<file path="config.mk">
export PLATFORM = sky130hd
export DESIGN_NAME = adsp_top
export DESIGN_NICKNAME = d
export VERILOG_FILES = /design/src/rtl/adsp_top.v /design/src/rtl/adsp_buf2.v /design/src/rtl/adsp_rate_gen.v
export VERILOG_INCLUDE_DIRS = /design/src /design/src/rtl
export SDC_FILE = /design/constraint.sdc
export NUM_CORES = 1
export LEC_CHECK = 0
export BUFFER_PORTS_ARGS = -buffer_cell sky130_fd_sc_hd__buf_2
export CORE_MARGIN = 2
export CORE_UTILIZATION = 30
export CTS_CLUSTER_SIZE = 20
export DETAILED_ROUTE_END_ITERATION = 16
export PLACE_DENSITY = 0.55
export SLEW_MARGIN = 40
export SYNTH_ARGS = -nofsm -noshare
export SYNTH_HDL_FRONTEND = slang
export SYNTH_HIERARCHICAL = 1
export SYNTH_SLANG_ARGS = --single-unit
</file>
<file path="constraint.sdc">
create_clock -name CORE_CLK_I -period 5.08 [get_ports CORE_CLK_I]
set_input_delay 0 -clock CORE_CLK_I [delete_from_list [all_inputs] [get_ports CORE_CLK_I]]
set_output_delay 0 -clock CORE_CLK_I [all_outputs]
set_load 0.01 [all_outputs]
</file>
<file path="src/rtl/adsp_defs.vh">
// Constants for the converter host port: serial framing, command decode,
// clock division and timing figures.
// Assumes inclusion by bare name from the top and rate generator files of the block.
`ifndef ADSP_DEFS_VH
`define ADSP_DEFS_VH

// ****************************************************************
// Serial command framing
// ****************************************************************
`define ADSP_CMD_BITS 8
`define ADSP_BIT_CNT_W 3
`define ADSP_CMD_RW_BIT 0
`define ADSP_CMD_READ 1'b1
`define ADSP_IDLE_BYTE 8'h00

// ****************************************************************
// Serial state codes, one-hot
// ****************************************************************
`define ADSP_ST_IDLE 4'h1
`define ADSP_ST_CMD 4'h2
`define ADSP_ST_WRITE 4'h4
`define ADSP_ST_READ 4'h8

// ****************************************************************
// Clock division: sample clock is prescaled clock over four,
// oversampling ratio is 32 << code
// ****************************************************************
`define ADSP_PRE_W 2
`define ADSP_OSR_W 3
`define ADSP_DIV4_SHIFT 2
`define ADSP_OSR_BASE_SHIFT 5
`define ADSP_RATE_CNT_W 18
`define ADSP_PRE_RESET 2'h0

// ****************************************************************
// Timing figures
// ****************************************************************
`define ADSP_CORE_CLK_MHZ 125
`define ADSP_SCK_MAX_MHZ 20
// Core samples per fastest serial clock period, rounded down
`define ADSP_SCK_MIN_SAMPLES (`ADSP_CORE_CLK_MHZ / `ADSP_SCK_MAX_MHZ)

`endif

</file>
<file path="src/rtl/adsp_top.v">
// Host-facing digital logic of a six-channel converter front end:
// serial slave port, data-ready output, clock and reference selection.
// Assumes one core clock standing for the master clock, serial pins
// oversampled by it, and a user side that fills read bytes ahead of time.
//
// Notes on behaviour
// RULE1: ready pin driven high or floats
// RULE2: one low pulse per finished conversion
// RULE3: pulse half sample period, output rate
// RULE4: pulse independent of serial activity
// RULE5: chip select high ignores all traffic
// RULE6: frame from select fall to rise
// RULE7: hard reset blocks serial communication
// RULE8: sample rising edge, shift falling edge
// RULE9: modes 0,0 and 1,1 both work
// RULE10: serial clock asynchronous, only during frames
// RULE11: output floats outside read data phase
// RULE12: output driven only serving reads
// RULE13: host sends eight-bit command first
// RULE14: command decoded as read or write
// RULE15: input ignored after read command
// RULE16: external clock select bypasses crystal
// RULE17: crystal clock by default
// RULE18: reference select picks internal or external
// RULE19: internal reference selected by default
// RULE20: host keeps prescaled clock in range
// RULE21: prescale divides by 1, 2, 4, 8
// RULE22: sample clock is prescaled clock over four
// RULE23: output rate is sample clock over ratio
// RULE24: hard reset restores defaults, stops clocks; clock and reference selects still follow their inputs
// RULE25: select rise abandons partial transfer
// RULE26: ready pulse uses master clock only
`timescale 1ns/1ps
`include "adsp_defs.vh"
module adsp_top #(
  parameter DATA_W = `ADSP_CMD_BITS
) (
  input wire CORE_CLK_I,
  input wire RST_I,
  input wire HARD_RESET_N_I,
  input wire CS_N_I,
  input wire SCK_I,
  input wire SDI_I,
  output reg SDO_O,
  output reg SDO_OE_O,
  input wire READY_PIN_DRIVE_SELECT_I,
  output reg DATA_READY_N_O,
  output reg DATA_READY_OE_O,
  input wire EXTERNAL_CLOCK_SELECT_I,
  input wire EXTERNAL_REFERENCE_SELECT_I,
  input wire [`ADSP_PRE_W-1:0] ANALOG_CLOCK_PRESCALE_I,
  input wire [`ADSP_OSR_W-1:0] OVERSAMPLING_RATIO_I,
  output reg CRYSTAL_OSC_EN_O,
  output reg EXT_CLOCK_PASS_O,
  output reg INT_REFERENCE_EN_O,
  output reg REFERENCE_SWITCH_ON_O,
  output reg CLOCK_DIST_EN_O,
  output reg CONVERSION_DONE_O,
  output reg [DATA_W-1:0] CMD_DATA_O,
  output reg CMD_VALID_O,
  output reg [DATA_W-1:0] WR_DATA_O,
  output reg WR_VALID_O,
  output reg FRAME_ACTIVE_O,
  input wire [DATA_W-1:0] RD_DATA_I,
  input wire RD_VALID_I,
  output reg RD_READY_O
);

  // ****************************************************************
  // Pin synchronisers
  // ****************************************************************
  reg cs_s1_r;
  reg cs_s2_r;
  reg cs_s3_r;
  reg sck_s1_r;
  reg sck_s2_r;
  reg sck_s3_r;
  reg sdi_s1_r;
  reg sdi_s2_r;
  reg hrst_s1_r;
  reg hrst_s2_r;
  wire sck_rise;
  wire sck_fall;
  wire cs_rise;
  wire cs_low;
  wire port_on;

  // RULE10: serial clock synchronised
  // Serial pins are retimed into the core clock; the first stage feeds
  // the second only. Six core samples per 20 MHz period is the margin.
  always @(posedge CORE_CLK_I or posedge RST_I)
  begin
    if (RST_I)
    begin
      cs_s1_r <= 1'b1;
      cs_s2_r <= 1'b1;
      cs_s3_r <= 1'b1;
      sck_s1_r <= 1'b0;
      sck_s2_r <= 1'b0;
      sck_s3_r <= 1'b0;
      sdi_s1_r <= 1'b0;
      sdi_s2_r <= 1'b0;
      hrst_s1_r <= 1'b0;
      hrst_s2_r <= 1'b0;
    end
    else
    begin
      cs_s1_r <= CS_N_I;
      cs_s2_r <= cs_s1_r;
      cs_s3_r <= cs_s2_r;
      sck_s1_r <= SCK_I;
      sck_s2_r <= sck_s1_r;
      sck_s3_r <= sck_s2_r;
      sdi_s1_r <= SDI_I;
      sdi_s2_r <= sdi_s1_r;
      hrst_s1_r <= HARD_RESET_N_I;
      hrst_s2_r <= hrst_s1_r;
    end
  end

  // RULE8: edge use
  // Edges taken from the settled stages only; mode 0,0 and 1,1 differ
  // only in idle level, which edge detection does not care about.
  // RULE9: both clock modes
  assign sck_rise = sck_s2_r & ~sck_s3_r;
  assign sck_fall = ~sck_s2_r & sck_s3_r;
  assign cs_rise = cs_s2_r & ~cs_s3_r;
  assign cs_low = ~cs_s2_r;
  // RULE7: hard reset blocks port
  assign port_on = hrst_s2_r;

  // ****************************************************************
  // Read data buffer
  // ****************************************************************
  wire buf_in_ready;
  wire [DATA_W-1:0] buf_data;
  wire buf_valid;
  reg buf_pop;
  wire buf_push_req;
  wire buf_full_nxt;

  // Only a word offered while ready stands is taken, so accept and ready agree
  assign buf_push_req = RD_VALID_I & RD_READY_O;
  assign buf_full_nxt = ~buf_pop & (~buf_in_ready | (buf_valid & buf_push_req));

  adsp_buf2 #(
    .W(DATA_W)
  ) u_buf (
    .clk_i(CORE_CLK_I),
    .rst_i(RST_I),
    .clr_i(~port_on),
    .in_data_i(RD_DATA_I),
    .in_valid_i(buf_push_req),
    .in_ready_o(buf_in_ready),
    .out_data_o(buf_data),
    .out_valid_o(buf_valid),
    .out_ready_i(buf_pop)
  );

  // ****************************************************************
  // Serial state machine
  // ****************************************************************
  reg [3:0] state_r;
  reg [3:0] state_nxt;
  reg [`ADSP_BIT_CNT_W-1:0] bit_cnt_r;
  reg [`ADSP_BIT_CNT_W-1:0] bit_cnt_nxt;
  reg [DATA_W-1:0] shin_r;
  reg [DATA_W-1:0] shin_nxt;
  reg [DATA_W-1:0] shout_r;
  reg [DATA_W-1:0] shout_nxt;
  reg cmd_pulse;
  reg wr_pulse;
  reg out_load;
  wire byte_done;

  assign byte_done = sck_rise & (bit_cnt_r == {`ADSP_BIT_CNT_W{1'b1}});

  always @*
  begin
    state_nxt = state_r;
    bit_cnt_nxt = bit_cnt_r;
    shin_nxt = shin_r;
    shout_nxt = shout_r;
    cmd_pulse = 1'b0;
    wr_pulse = 1'b0;
    out_load = 1'b0;
    buf_pop = 1'b0;
    case (state_r)
      `ADSP_ST_IDLE:
      begin
        bit_cnt_nxt = {`ADSP_BIT_CNT_W{1'b0}};
        // RULE6: frame opens on select low
        if (cs_low)
          state_nxt = `ADSP_ST_CMD;
      end
      `ADSP_ST_CMD:
      begin
        // RULE13: first byte is command
        if (sck_rise)
        begin
          shin_nxt = {shin_r[DATA_W-2:0], sdi_s2_r};
          bit_cnt_nxt = bit_cnt_r + {{(`ADSP_BIT_CNT_W-1){1'b0}}, 1'b1};
        end
        if (byte_done)
        begin
          cmd_pulse = 1'b1;
          // RULE14: read or write split
          if (shin_nxt[`ADSP_CMD_RW_BIT] == `ADSP_CMD_READ)
            state_nxt = `ADSP_ST_READ;
          else
            state_nxt = `ADSP_ST_WRITE;
        end
      end
      `ADSP_ST_WRITE:
      begin
        if (sck_rise)
        begin
          shin_nxt = {shin_r[DATA_W-2:0], sdi_s2_r};
          bit_cnt_nxt = bit_cnt_r + {{(`ADSP_BIT_CNT_W-1){1'b0}}, 1'b1};
        end
        if (byte_done)
          wr_pulse = 1'b1;
      end
      `ADSP_ST_READ:
      begin
        // RULE15: input ignored while reading
        // Falling edges shift out; a new byte is fetched at bit zero.
        // An empty buffer sends the idle byte since the host cannot wait.
        if (sck_fall)
        begin
          out_load = 1'b1;
          bit_cnt_nxt = bit_cnt_r + {{(`ADSP_BIT_CNT_W-1){1'b0}}, 1'b1};
          if (bit_cnt_r == {`ADSP_BIT_CNT_W{1'b0}})
          begin
            buf_pop = buf_valid;
            shout_nxt = buf_valid ? buf_data : `ADSP_IDLE_BYTE;
          end
          else
            shout_nxt = {shout_r[DATA_W-2:0], 1'b0};
        end
      end
      default:
      begin
        state_nxt = `ADSP_ST_IDLE;
      end
    endcase
    // RULE25: select rise abandons transfer
    // RULE5: select high ignores traffic
    if (cs_rise | ~cs_low)
    begin
      state_nxt = `ADSP_ST_IDLE;
      cmd_pulse = 1'b0;
      wr_pulse = 1'b0;
      out_load = 1'b0;
      buf_pop = 1'b0;
    end
  end

  // State registers; hard reset returns everything to defaults
  // RULE24: hard reset restores defaults
  always @(posedge CORE_CLK_I or posedge RST_I)
  begin
    if (RST_I)
    begin
      state_r <= `ADSP_ST_IDLE;
      bit_cnt_r <= {`ADSP_BIT_CNT_W{1'b0}};
      shin_r <= {DATA_W{1'b0}};
      shout_r <= {DATA_W{1'b0}};
    end
    else if (!port_on)
    begin
      state_r <= `ADSP_ST_IDLE;
      bit_cnt_r <= {`ADSP_BIT_CNT_W{1'b0}};
      shin_r <= {DATA_W{1'b0}};
      shout_r <= {DATA_W{1'b0}};
    end
    else
    begin
      state_r <= state_nxt;
      bit_cnt_r <= bit_cnt_nxt;
      shin_r <= shin_nxt;
      shout_r <= shout_nxt;
    end
  end

  // ****************************************************************
  // Data-ready generator
  // ****************************************************************
  wire rdy_n;
  wire rdy_pulse;

  // RULE26: master clock only
  // RULE21: prescale code feeds divider
  // RULE22: divide by four
  // RULE23: divide by ratio
  adsp_rate_gen #(
    .CNT_W(`ADSP_RATE_CNT_W)
  ) u_rate (
    .clk_i(CORE_CLK_I),
    .rst_i(RST_I),
    .run_i(port_on),
    .pre_i(ANALOG_CLOCK_PRESCALE_I),
    .osr_i(OVERSAMPLING_RATIO_I),
    .ready_n_o(rdy_n),
    .pulse_o(rdy_pulse)
  );

  // ****************************************************************
  // Registered outputs
  // ****************************************************************
  // Every pin output comes from a flop; defaults hold under RST_I, while hard reset lets clock and reference selects follow their inputs
  always @(posedge CORE_CLK_I or posedge RST_I)
  begin
    if (RST_I)
    begin
      SDO_O <= 1'b0;
      SDO_OE_O <= 1'b0;
      DATA_READY_N_O <= 1'b1;
      DATA_READY_OE_O <= 1'b0;
      CRYSTAL_OSC_EN_O <= 1'b1;
      EXT_CLOCK_PASS_O <= 1'b0;
      INT_REFERENCE_EN_O <= 1'b1;
      REFERENCE_SWITCH_ON_O <= 1'b1;
      CLOCK_DIST_EN_O <= 1'b0;
      CONVERSION_DONE_O <= 1'b0;
      CMD_DATA_O <= {DATA_W{1'b0}};
      CMD_VALID_O <= 1'b0;
      WR_DATA_O <= {DATA_W{1'b0}};
      WR_VALID_O <= 1'b0;
      FRAME_ACTIVE_O <= 1'b0;
      RD_READY_O <= 1'b0;
    end
    else
    begin
      // RULE11: output floats unless reading
      // RULE12: drive only in read phase
      SDO_OE_O <= port_on & (state_nxt == `ADSP_ST_READ) & (state_r == `ADSP_ST_READ | cmd_pulse);
      if (out_load)
        SDO_O <= shout_nxt[DATA_W-1];
      // RULE1: drive or float idle
      // Floating mode drives only the low pulse; a pull-up holds it high
      DATA_READY_N_O <= rdy_n | ~port_on;
      DATA_READY_OE_O <= port_on & (READY_PIN_DRIVE_SELECT_I | ~rdy_n);
      CONVERSION_DONE_O <= rdy_pulse & port_on;
      // RULE16: external clock passes through
      // RULE17: crystal by default
      CRYSTAL_OSC_EN_O <= ~EXTERNAL_CLOCK_SELECT_I;
      EXT_CLOCK_PASS_O <= EXTERNAL_CLOCK_SELECT_I;
      // RULE18: reference source choice
      // RULE19: internal reference on zero
      INT_REFERENCE_EN_O <= ~EXTERNAL_REFERENCE_SELECT_I;
      REFERENCE_SWITCH_ON_O <= ~EXTERNAL_REFERENCE_SELECT_I;
      // RULE24: clocks stop in hard reset
      CLOCK_DIST_EN_O <= port_on;
      CMD_VALID_O <= port_on & cmd_pulse;
      if (cmd_pulse)
        CMD_DATA_O <= shin_nxt;
      WR_VALID_O <= port_on & wr_pulse;
      if (wr_pulse)
        WR_DATA_O <= shin_nxt;
      FRAME_ACTIVE_O <= port_on & (state_nxt != `ADSP_ST_IDLE);
      // Ready follows the buffer; it stalls the source when both are full
      RD_READY_O <= port_on & ~buf_full_nxt;
    end
  end

endmodule

</file>
<file path="src/rtl/adsp_buf2.v">
// Two-entry buffer between the read-data source and the serial shifter.
// Assumes one clock, and that the drain side pops only when valid.
`timescale 1ns/1ps
module adsp_buf2 #(
  parameter W = 8
) (
  input wire clk_i,
  input wire rst_i,
  input wire clr_i,
  input wire [W-1:0] in_data_i,
  input wire in_valid_i,
  output wire in_ready_o,
  output wire [W-1:0] out_data_o,
  output wire out_valid_o,
  input wire out_ready_i
);

  reg [W-1:0] mem_r [0:1];
  reg wr_ptr_r;
  reg rd_ptr_r;
  reg [1:0] count_r;
  reg not_full_r;
  wire push;
  wire pop;
  reg [1:0] count_nxt;

  assign push = in_valid_i & not_full_r;
  assign pop = out_ready_i & (count_r != 2'h0);
  assign in_ready_o = not_full_r;
  assign out_valid_o = (count_r != 2'h0);
  assign out_data_o = mem_r[rd_ptr_r];

  // Occupancy after this cycle
  always @*
  begin
    count_nxt = count_r;
    if (push & ~pop)
      count_nxt = count_r + 2'h1;
    else if (pop & ~push)
      count_nxt = count_r - 2'h1;
  end

  // Pointers and storage; full kept in a flop so ready is registered
  always @(posedge clk_i or posedge rst_i)
  begin
    if (rst_i)
    begin
      wr_ptr_r <= 1'b0;
      rd_ptr_r <= 1'b0;
      count_r <= 2'h0;
      not_full_r <= 1'b1;
      mem_r[0] <= {W{1'b0}};
      mem_r[1] <= {W{1'b0}};
    end
    else if (clr_i)
    begin
      wr_ptr_r <= 1'b0;
      rd_ptr_r <= 1'b0;
      count_r <= 2'h0;
      not_full_r <= 1'b1;
    end
    else
    begin
      if (push)
      begin
        mem_r[wr_ptr_r] <= in_data_i;
        wr_ptr_r <= ~wr_ptr_r;
      end
      if (pop)
        rd_ptr_r <= ~rd_ptr_r;
      count_r <= count_nxt;
      not_full_r <= (count_nxt != 2'h2);
    end
  end

endmodule

</file>
<file path="src/rtl/adsp_rate_gen.v">
// Data-ready pulse generator, clocked by the master clock only.
// Assumes prescale and ratio codes are steady or change rarely; a change
// takes effect at once, since period and low time are decoded without a register.
`timescale 1ns/1ps
`include "adsp_defs.vh"
module adsp_rate_gen #(
  parameter CNT_W = `ADSP_RATE_CNT_W
) (
  input wire clk_i,
  input wire rst_i,
  input wire run_i,
  input wire [`ADSP_PRE_W-1:0] pre_i,
  input wire [`ADSP_OSR_W-1:0] osr_i,
  output reg ready_n_o,
  output reg pulse_o
);

  wire [4:0] period_shift;
  wire [CNT_W-1:0] period_m1;
  wire [CNT_W-1:0] low_width;
  reg [CNT_W-1:0] cnt_r;
  reg [CNT_W-1:0] cnt_nxt;

  // One output period is 4 x prescale x ratio master cycles
  assign period_shift = {3'h0, pre_i} + {2'h0, osr_i} + 5'd7;
  assign period_m1 = ({{(CNT_W-1){1'b0}}, 1'b1} << period_shift) - {{(CNT_W-1){1'b0}}, 1'b1};
  // Low time is half a sample clock period: 2 x prescale cycles
  assign low_width = {{(CNT_W-1){1'b0}}, 1'b1} << ({1'b0, pre_i} + 3'h1);

  always @*
  begin
    cnt_nxt = cnt_r + {{(CNT_W-1){1'b0}}, 1'b1};
    if (cnt_r >= period_m1)
      cnt_nxt = {CNT_W{1'b0}};
  end

  // RULE3: pulse from master clock
  // Low during the last half sample period of each output period,
  // so the first pulse marks the first finished conversion.
  // RULE4: no serial dependency
  always @(posedge clk_i or posedge rst_i)
  begin
    if (rst_i)
    begin
      cnt_r <= {CNT_W{1'b0}};
      ready_n_o <= 1'b1;
      pulse_o <= 1'b0;
    end
    else if (!run_i)
    begin
      cnt_r <= {CNT_W{1'b0}};
      ready_n_o <= 1'b1;
      pulse_o <= 1'b0;
    end
    else
    begin
      cnt_r <= cnt_nxt;
      // RULE2: one low pulse per conversion
      ready_n_o <= ~(cnt_nxt > (period_m1 - low_width));
      pulse_o <= (cnt_nxt == (period_m1 - low_width + {{(CNT_W-1){1'b0}}, 1'b1}));
    end
  end

endmodule

</file>
-- Word-level counts from Yosys, hierarchy flattened
Index checks and enable logic that the tools add are counted.
- bits in registers: 103
- bits of input ports: 23
- output and inout bits: 30
- word-level logic and storage cells: 170
- add/sub/neg operators: 10
- order comparisons: 5
- eq/ne operators: 16
- shift operators: 2
- multiplexer cells: 49
- bitwise operators: 41
- reductions and logical operators: 8
- operator list (cell ; number):
    $mux W8 ; 12
    $add A18 B1 Y18 const B ; 2
    $mux W18 ; 2
    $mux W4 ; 5
    $and A1 B1 Y1 ; 19
    $mux W1 ; 19
    $eq A18 B18 Y1 ; 1
    $ge A18 B18 Y1 ; 1
    $gt A18 B18 Y1 ; 1
    $shl A1 B3 Y18 const A ; 1
    $shl A1 B5 Y18 const A ; 1
    $sub A18 B1 Y18 const B ; 1
    $sub A18 B18 Y18 ; 1
    $bwmux W16 ; 1
    $pmux W8 S2 ; 1
    $not A1 Y1 ; 15
    $pmux W4 S3 ; 1
    $mux W3 ; 3
    $pmux W3 S3 ; 1
    $demux W8 S1 ; 1
    $eq A4 B4 Y1 const B ; 2
    $ne A2 B1 Y1 const B ; 4
    $mux W2 ; 3
    $add A5 B3 Y5 const B ; 1
    other kinds (24) ; 32

-- Depth between registers and ports, before layout
- word-level depth: 11
- depth in mapped cells: 39
- mapped depth without buffers: 37

-- Hierarchy
Netlist, hierarchy kept.
- modules (own cells, without submodules) (module ; instances ; cells an instance ; area each (sq um) ; seq. area each (sq um)):
    adsp_rate_gen ; 1 ; 482 ; 3674.8 ; 501.7
    adsp_top ; 1 ; 198 ; 2562.5 ; 1508.9
    adsp_buf2 ; 1 ; 74 ; 996.0 ; 526.8

-- Least setup slack after synthesis
OpenSTA, ideal clock, no wires.
- path kind: input port to flip-flop
- start: in ANALOG_CLOCK_PRESCALE_I[1]
- end: reg u_rate.ready_n_o
- library setup time: 0.085 ns
- arrival time: 6.243 ns
- data required time: 4.995 ns
- slack: -1.248 ns
- stages on the path: 37
- buffers on the path: 2
- cell sequence: inv_1 -> ha_1 -> inv_1 -> ha_1 -> inv_1 -> fa_1 -> and2b_1 -> or2_2 -> o21ai_0 -> inv_1 -> nand2_1 -> ha_1 -> o211ai_2 -> nor4_4 -> mux2i_1 -> a22oi_1 -> ha_1 -> nand2_1 -> o21ai_0 -> a31oi_1 -> o221ai_1 -> o22a_1 -> buf_2 -> clkbuf_1 -> nor2_1 -> ha_1 -> a21oi_1 -> nor2b_1 -> o21ai_0 -> nand2_1 -> a221oi_1 -> o21ai_0 -> a21o_1 -> a21o_1 -> a21oi_1 -> nor2b_1 -> o221ai_1
- longest elaborated chain between the ends: 9
- elaborated cells on any way between the ends: 12
- classes of those cells: add/sub (5); order compare (2); shift (2); mux (2); bitwise (1)
- RTL lines (item ; line ; source):
    start: declaration ; adsp_top.v:51 ; input wire [`ADSP_PRE_W-1:0] ANALOG_CLOCK_PRESCALE_I,
    $add A2 B3 Y4 ; adsp_rate_gen.v:25 ; assign period_shift = {3'h0, pre_i} + {2'h0, osr_i} + 5'd7;
    $add A5 B3 Y5 ; adsp_rate_gen.v:25 ;
    $shl A1 B5 Y18 ; adsp_rate_gen.v:26 ; assign period_m1 = ({{(CNT_W-1){1'b0}}, 1'b1} << period_shift) - {{(CNT_W-1){1'b0}}, 1'b1};
    $sub A18 B1 Y18 ; adsp_rate_gen.v:26 ;
    $ge A18 B18 Y1 ; adsp_rate_gen.v:33 ; if (cnt_r >= period_m1)
    $mux W18 ; adsp_rate_gen.v:33 ;
    $gt A18 B18 Y1 (*) ; adsp_rate_gen.v:59 ; ready_n_o <= ~(cnt_nxt > (period_m1 - low_width));
    $not A1 Y1 (*) ; adsp_rate_gen.v:59 ;
    $mux W1 (*) ; adsp_rate_gen.v:49 ; else if (!run_i)
    end signal: assignment ; adsp_rate_gen.v:59 ;
    end: declaration ; adsp_rate_gen.v:14 ; output reg ready_n_o,
Every way passes the cells marked *; elsewhere a longest branch is shown, timed or not.
A chain may end at the register's enable or synchronous reset.

-- Worst setup path in the final report
- start: in OVERSAMPLING_RATIO_I[1]
- end: reg u_rate.ready_n_o
- longest elaborated chain between the ends: 9
- elaborated cells on any way between the ends: 10
- classes of those cells: add/sub (4); order compare (2); shift (1); mux (2); bitwise (1)
- RTL lines (item ; line ; source):
    start: declaration ; adsp_top.v:52 ; input wire [`ADSP_OSR_W-1:0] OVERSAMPLING_RATIO_I,
    $add A2 B3 Y4 (*) ; adsp_rate_gen.v:25 ;
    $add A5 B3 Y5 (*) ; adsp_rate_gen.v:25 ;
    $shl A1 B5 Y18 (*) ; adsp_rate_gen.v:26 ;
    $sub A18 B1 Y18 (*) ; adsp_rate_gen.v:26 ;
    $ge A18 B18 Y1 ; adsp_rate_gen.v:33 ;
    $mux W18 ; adsp_rate_gen.v:33 ;
    $gt A18 B18 Y1 (*) ; adsp_rate_gen.v:59 ;
    $not A1 Y1 (*) ; adsp_rate_gen.v:59 ;
    $mux W1 (*) ; adsp_rate_gen.v:49 ;
Marks and branches as above.

==> run summary <==
run status - complete, but fails checks
failing checks - negative setup slack
final hold vios - 0
CP Launch Type - input port
CP max stage delay - 0.41 ns
Final Skew - 0.006190 ns
diode count - 0
Yosys cell types - 88
grt met2 use - 0.2524
initial cell density of the core - 0.3072
Max clock buf depth - 2
area grow syn2layout - 34.92%
Crit-path slowest cell - fa_2
sequential fraction of the synthesis area - 0.3508
Root Driver - clkbuf_16
antenna viol nets, final - 0
headroom to the max-slew limit - 0.5340
worst hold path class - input port to asynchronous set/reset pin
worst IR drop on VDD - 0.1630 mV
fraction of layout cells with a size suffix above 1 - 0.3735
dpl cell area - 0.008954 mm²
CTS Sinks - 101
DRC - 0
max_cap viols - 0
Clock Latency Late Sink - 0.34 ns
Syn Area/Cell - 9.593 µm²
vias in the first global route - 6196
PwrDens - 283.7 mW/mm²
total grt overflow - 0
design area - 0.009759 mm²
antenna violations before repair - 0
fillers - 2370
Post-Synthesis Cells - 754
largest net degree at the start of global routing - 61
CTS HTree Levels - 3
Mapped Area - 0.007233 mm²
clock period minus worst slack - 5.367 ns
RSZ-0062 raised after global routing - yes
CP Class - input port to flop
Worst setup startpoint - OVERSAMPLING_RATIO_I[1]
Post-synth EDFFs - 0
CTS clk-pin slew, worst paths - 0.07 ns
final WL - 18.17 mm
Least-Margin Pin Slew - 0.6928 ns
Peak Freq - 186.3 MHz
Wirelength per Cell - 14.07 µm
final setup violation count - 1
R2R cell count - 23
FF+latch count, synth - 101
yosys synthesis warning count - 6
Top cell by count, worst path - ha_4
Placement Rows - 56
Placer Congestion - 0.8231
Leak Pwr - 0.004746 µW
HPWL Detailed - 14.00 mm
# nets final - 1047
die area - 0.02537 mm²
Power, Total - 2769 µW
global-route wire length before repair - 30.46 mm
CTS tree - yes
Final Max Slew Viols - 0
CP required - 5.34 ns
DIE WIDTH - 159.3 µm
delay-heaviest family, CP - compound AO/OA/AOI/OAI gates
boundary pin count - 53
Inserted Clock Buffers - 9
via/cell ratio - 4.766
Crit path buffers/inverters - 7
Worst R2R Start - u_rate/cnt_r[0]
first-pass iteration count of the detailed router - 4
r2r setup slk - 0.96 ns
Worst Setup End Kind - flop
top_reg_cell synth - dfrtp_1
hold_ws - 0.2394 ns
core area - 0.02354 mm²
worst-path fanout max - 6
GRT Total Usage - 0.1446
Reg-to-Reg End - u_rate/ready_n_o
DRC violation total after the first TritonRoute iteration - 215
DIE HEIGHT - 159.3 µm
Async SR Flop Fraction - 1.000
critical path arrival - 5.63 ns
met3 GRT Util - 0.01954
port bufs - 52
Final Cycle Share - 1.057
met1 GRT Util - 0.1889
grt peak-use layer - met2
min setup slack post-route - -0.2871 ns
detailed-route via count - 6153
-- layout by cell type (no fill, tap or decap), drive strengths merged, types with 9 or more instances in the layout --
master       count
mux2            50
xnor2           37
ha              55
o21ai           22
and2            23
a21oi           36
nand2b          11
nand3           20
nor3            14
xor2            22
a21o             9
nor2b           14
nor2            69
dfrtp           93
buf            207
nand2           58
dlygate4sd3     16
nor4             9
clkbuf          10
nand4           10
inv             56
-- where the power goes --
| part | switching, µW | internal [µW] |
|---|---|---|
| Combinational | 588 | 609 |
| Sequential | 28.5 | 855 |
| Clock | 295 | 394 |
-- kinds of logic (layout without fill, tap and decap cells) --
| kind of cell | after synthesis | after routing | share of synthesized area |
|---|---|---|---|
| AO/OA/AOI/OAI | 139 | 140 | 0.1377 |
| multiplexers | 55 | 55 | 0.08891 |
| flip-flops | 101 | 101 | 0.3508 |
| other | 2 | 4 | 0.001038 |
| adder cells (fa/ha/maj) | 57 | 57 | 0.1007 |
| buffers and inverters | 80 | 295 | 0.05016 |
| XOR/XNOR | 60 | 60 | 0.07663 |
| AND/OR/NAND/NOR | 260 | 260 | 0.1941 |
-- worst reg2reg max path: stages, from the launching register on --
cell and delay (ns):
dfrtp_1 0.44, inv_1 0.07, ha_1 0.29, nor2b_1 0.11, o21ai_0 0.11, a221oi_1 0.29, o21ai_1 0.14, a31oi_1 0.14
buf_4 0.16, o221ai_4 0.13, o22a_4 0.34, nor2_4 0.16, ha_4 0.22, a21oi_2 0.13, nor2b_1 0.06, o21ai_1 0.12
nand2_1 0.11, a221oi_2 0.27, o21ai_1 0.10, a21o_1 0.16, a21o_1 0.16, a21oi_2 0.11, nor2b_1 0.05, o221ai_1 0.17
-- worst max-delay path by stage --
stage,end,cells past startpoint
2_1_floorplan,u_rate/ready_n_o,37
3_3_place_gp,u_rate/ready_n_o,36
3_5_place_dp,u_rate/ready_n_o,36
4_1_cts,u_rate/ready_n_o,39
5_1_grt,u_rate/ready_n_o,38
6_report,u_rate/ready_n_o,38
-- cell type report --
| class | instances | area [µm²] | area share |
|---|---|---|---|
| Multi-Input combinational cell | 576 | 4661 | 0.4776 |
| Inverter | 56 | 227.7 | 0.02333 |
| Sequential cell | 101 | 2537 | 0.2600 |
| Clock buffer | 10 | 239.0 | 0.02449 |
| Timing Repair Buffer | 223 | 1633 | 0.1673 |
| Clock inverter | 6 | 62.56 | 0.006410 |
| Tap cell | 319 | 399.1 | 0.04090 |
-- layer usage --
layer / share of wire / wire (µm) / up-vias
met5: 0 / 0 / -
li1: - / - / 3097
met1: 0.46 / 8382 / 2939
met3: 0.034 / 619 / 23
met2: 0.49 / 8896 / 94
met4: 0.015 / 272 / 0
-- timing repair --
item	CTS	global route
cloned	1	0
pin swaps	6	26
hold endpoints to repair	117	0
resized for setup	12	44
hold buffers	16	0
setup buffers	4	5
endpoints found under the setup margin	2	2
-- synth_stat cells, types with 5 or more instances --
cell / count / area (µm²)
a211oi_1: 5 / 37.54
a21o_1: 9 / 67.56
a21oi_1: 35 / 175.2
a22oi_1: 6 / 45.04
a31oi_1: 7 / 43.79
and2_1: 23 / 143.9
buf_2: 5 / 25.02
buf_6: 6 / 67.56
clkbuf_1: 9 / 33.78
dfrtp_1: 93 / 2327
dfstp_2: 8 / 210.2
ha_1: 55 / 688.2
inv_1: 54 / 202.7
mux2_2: 42 / 473.0
mux2_4: 8 / 120.1
mux2i_1: 5 / 50.05
nand2_1: 56 / 210.2
nand2b_1: 11 / 68.82
nand3_1: 20 / 100.1
nand4_1: 10 / 62.56
nor2_1: 66 / 247.7
nor2b_1: 14 / 87.58
nor3_1: 13 / 65.06
nor4_1: 7 / 43.79
o21a_1: 5 / 37.54
o21ai_0: 20 / 100.1
xnor2_1: 36 / 315.3
xor2_1: 21 / 183.9
-- sequential cells by signal, summed over array words and instances, names as in the netlist, 2 cells and up --
| name | flops |
|---|---|
| CMD_DATA_O | 8 |
| WR_DATA_O | 8 |
| bit_cnt_r | 3 |
| shin_r | 8 |
| shout_r | 7 |
| state_r | 4 |
| u_buf/count_r | 2 |
| u_buf/mem_r | 16 |
| u_rate/cnt_r | 18 |
-- per-stage QoR --
step | TNS, ns | worst slack [ns] | utilization | instances
global placement | -1.149 | -0.7271 | 0.3800 | 1248
finish | -0.2871 | -0.2871 | 0.4145 | 1291
floorplan | -0.4089 | -0.3978 | - | 756
detailed placement | -1.452 | -0.9185 | 0.3803 | 1248
global route | -0.8075 | -0.6480 | 0.4145 | 1291
CTS | -0.2295 | -0.2295 | 0.4032 | 1285
No activity file was read; power rests on OpenSTA's default activity.
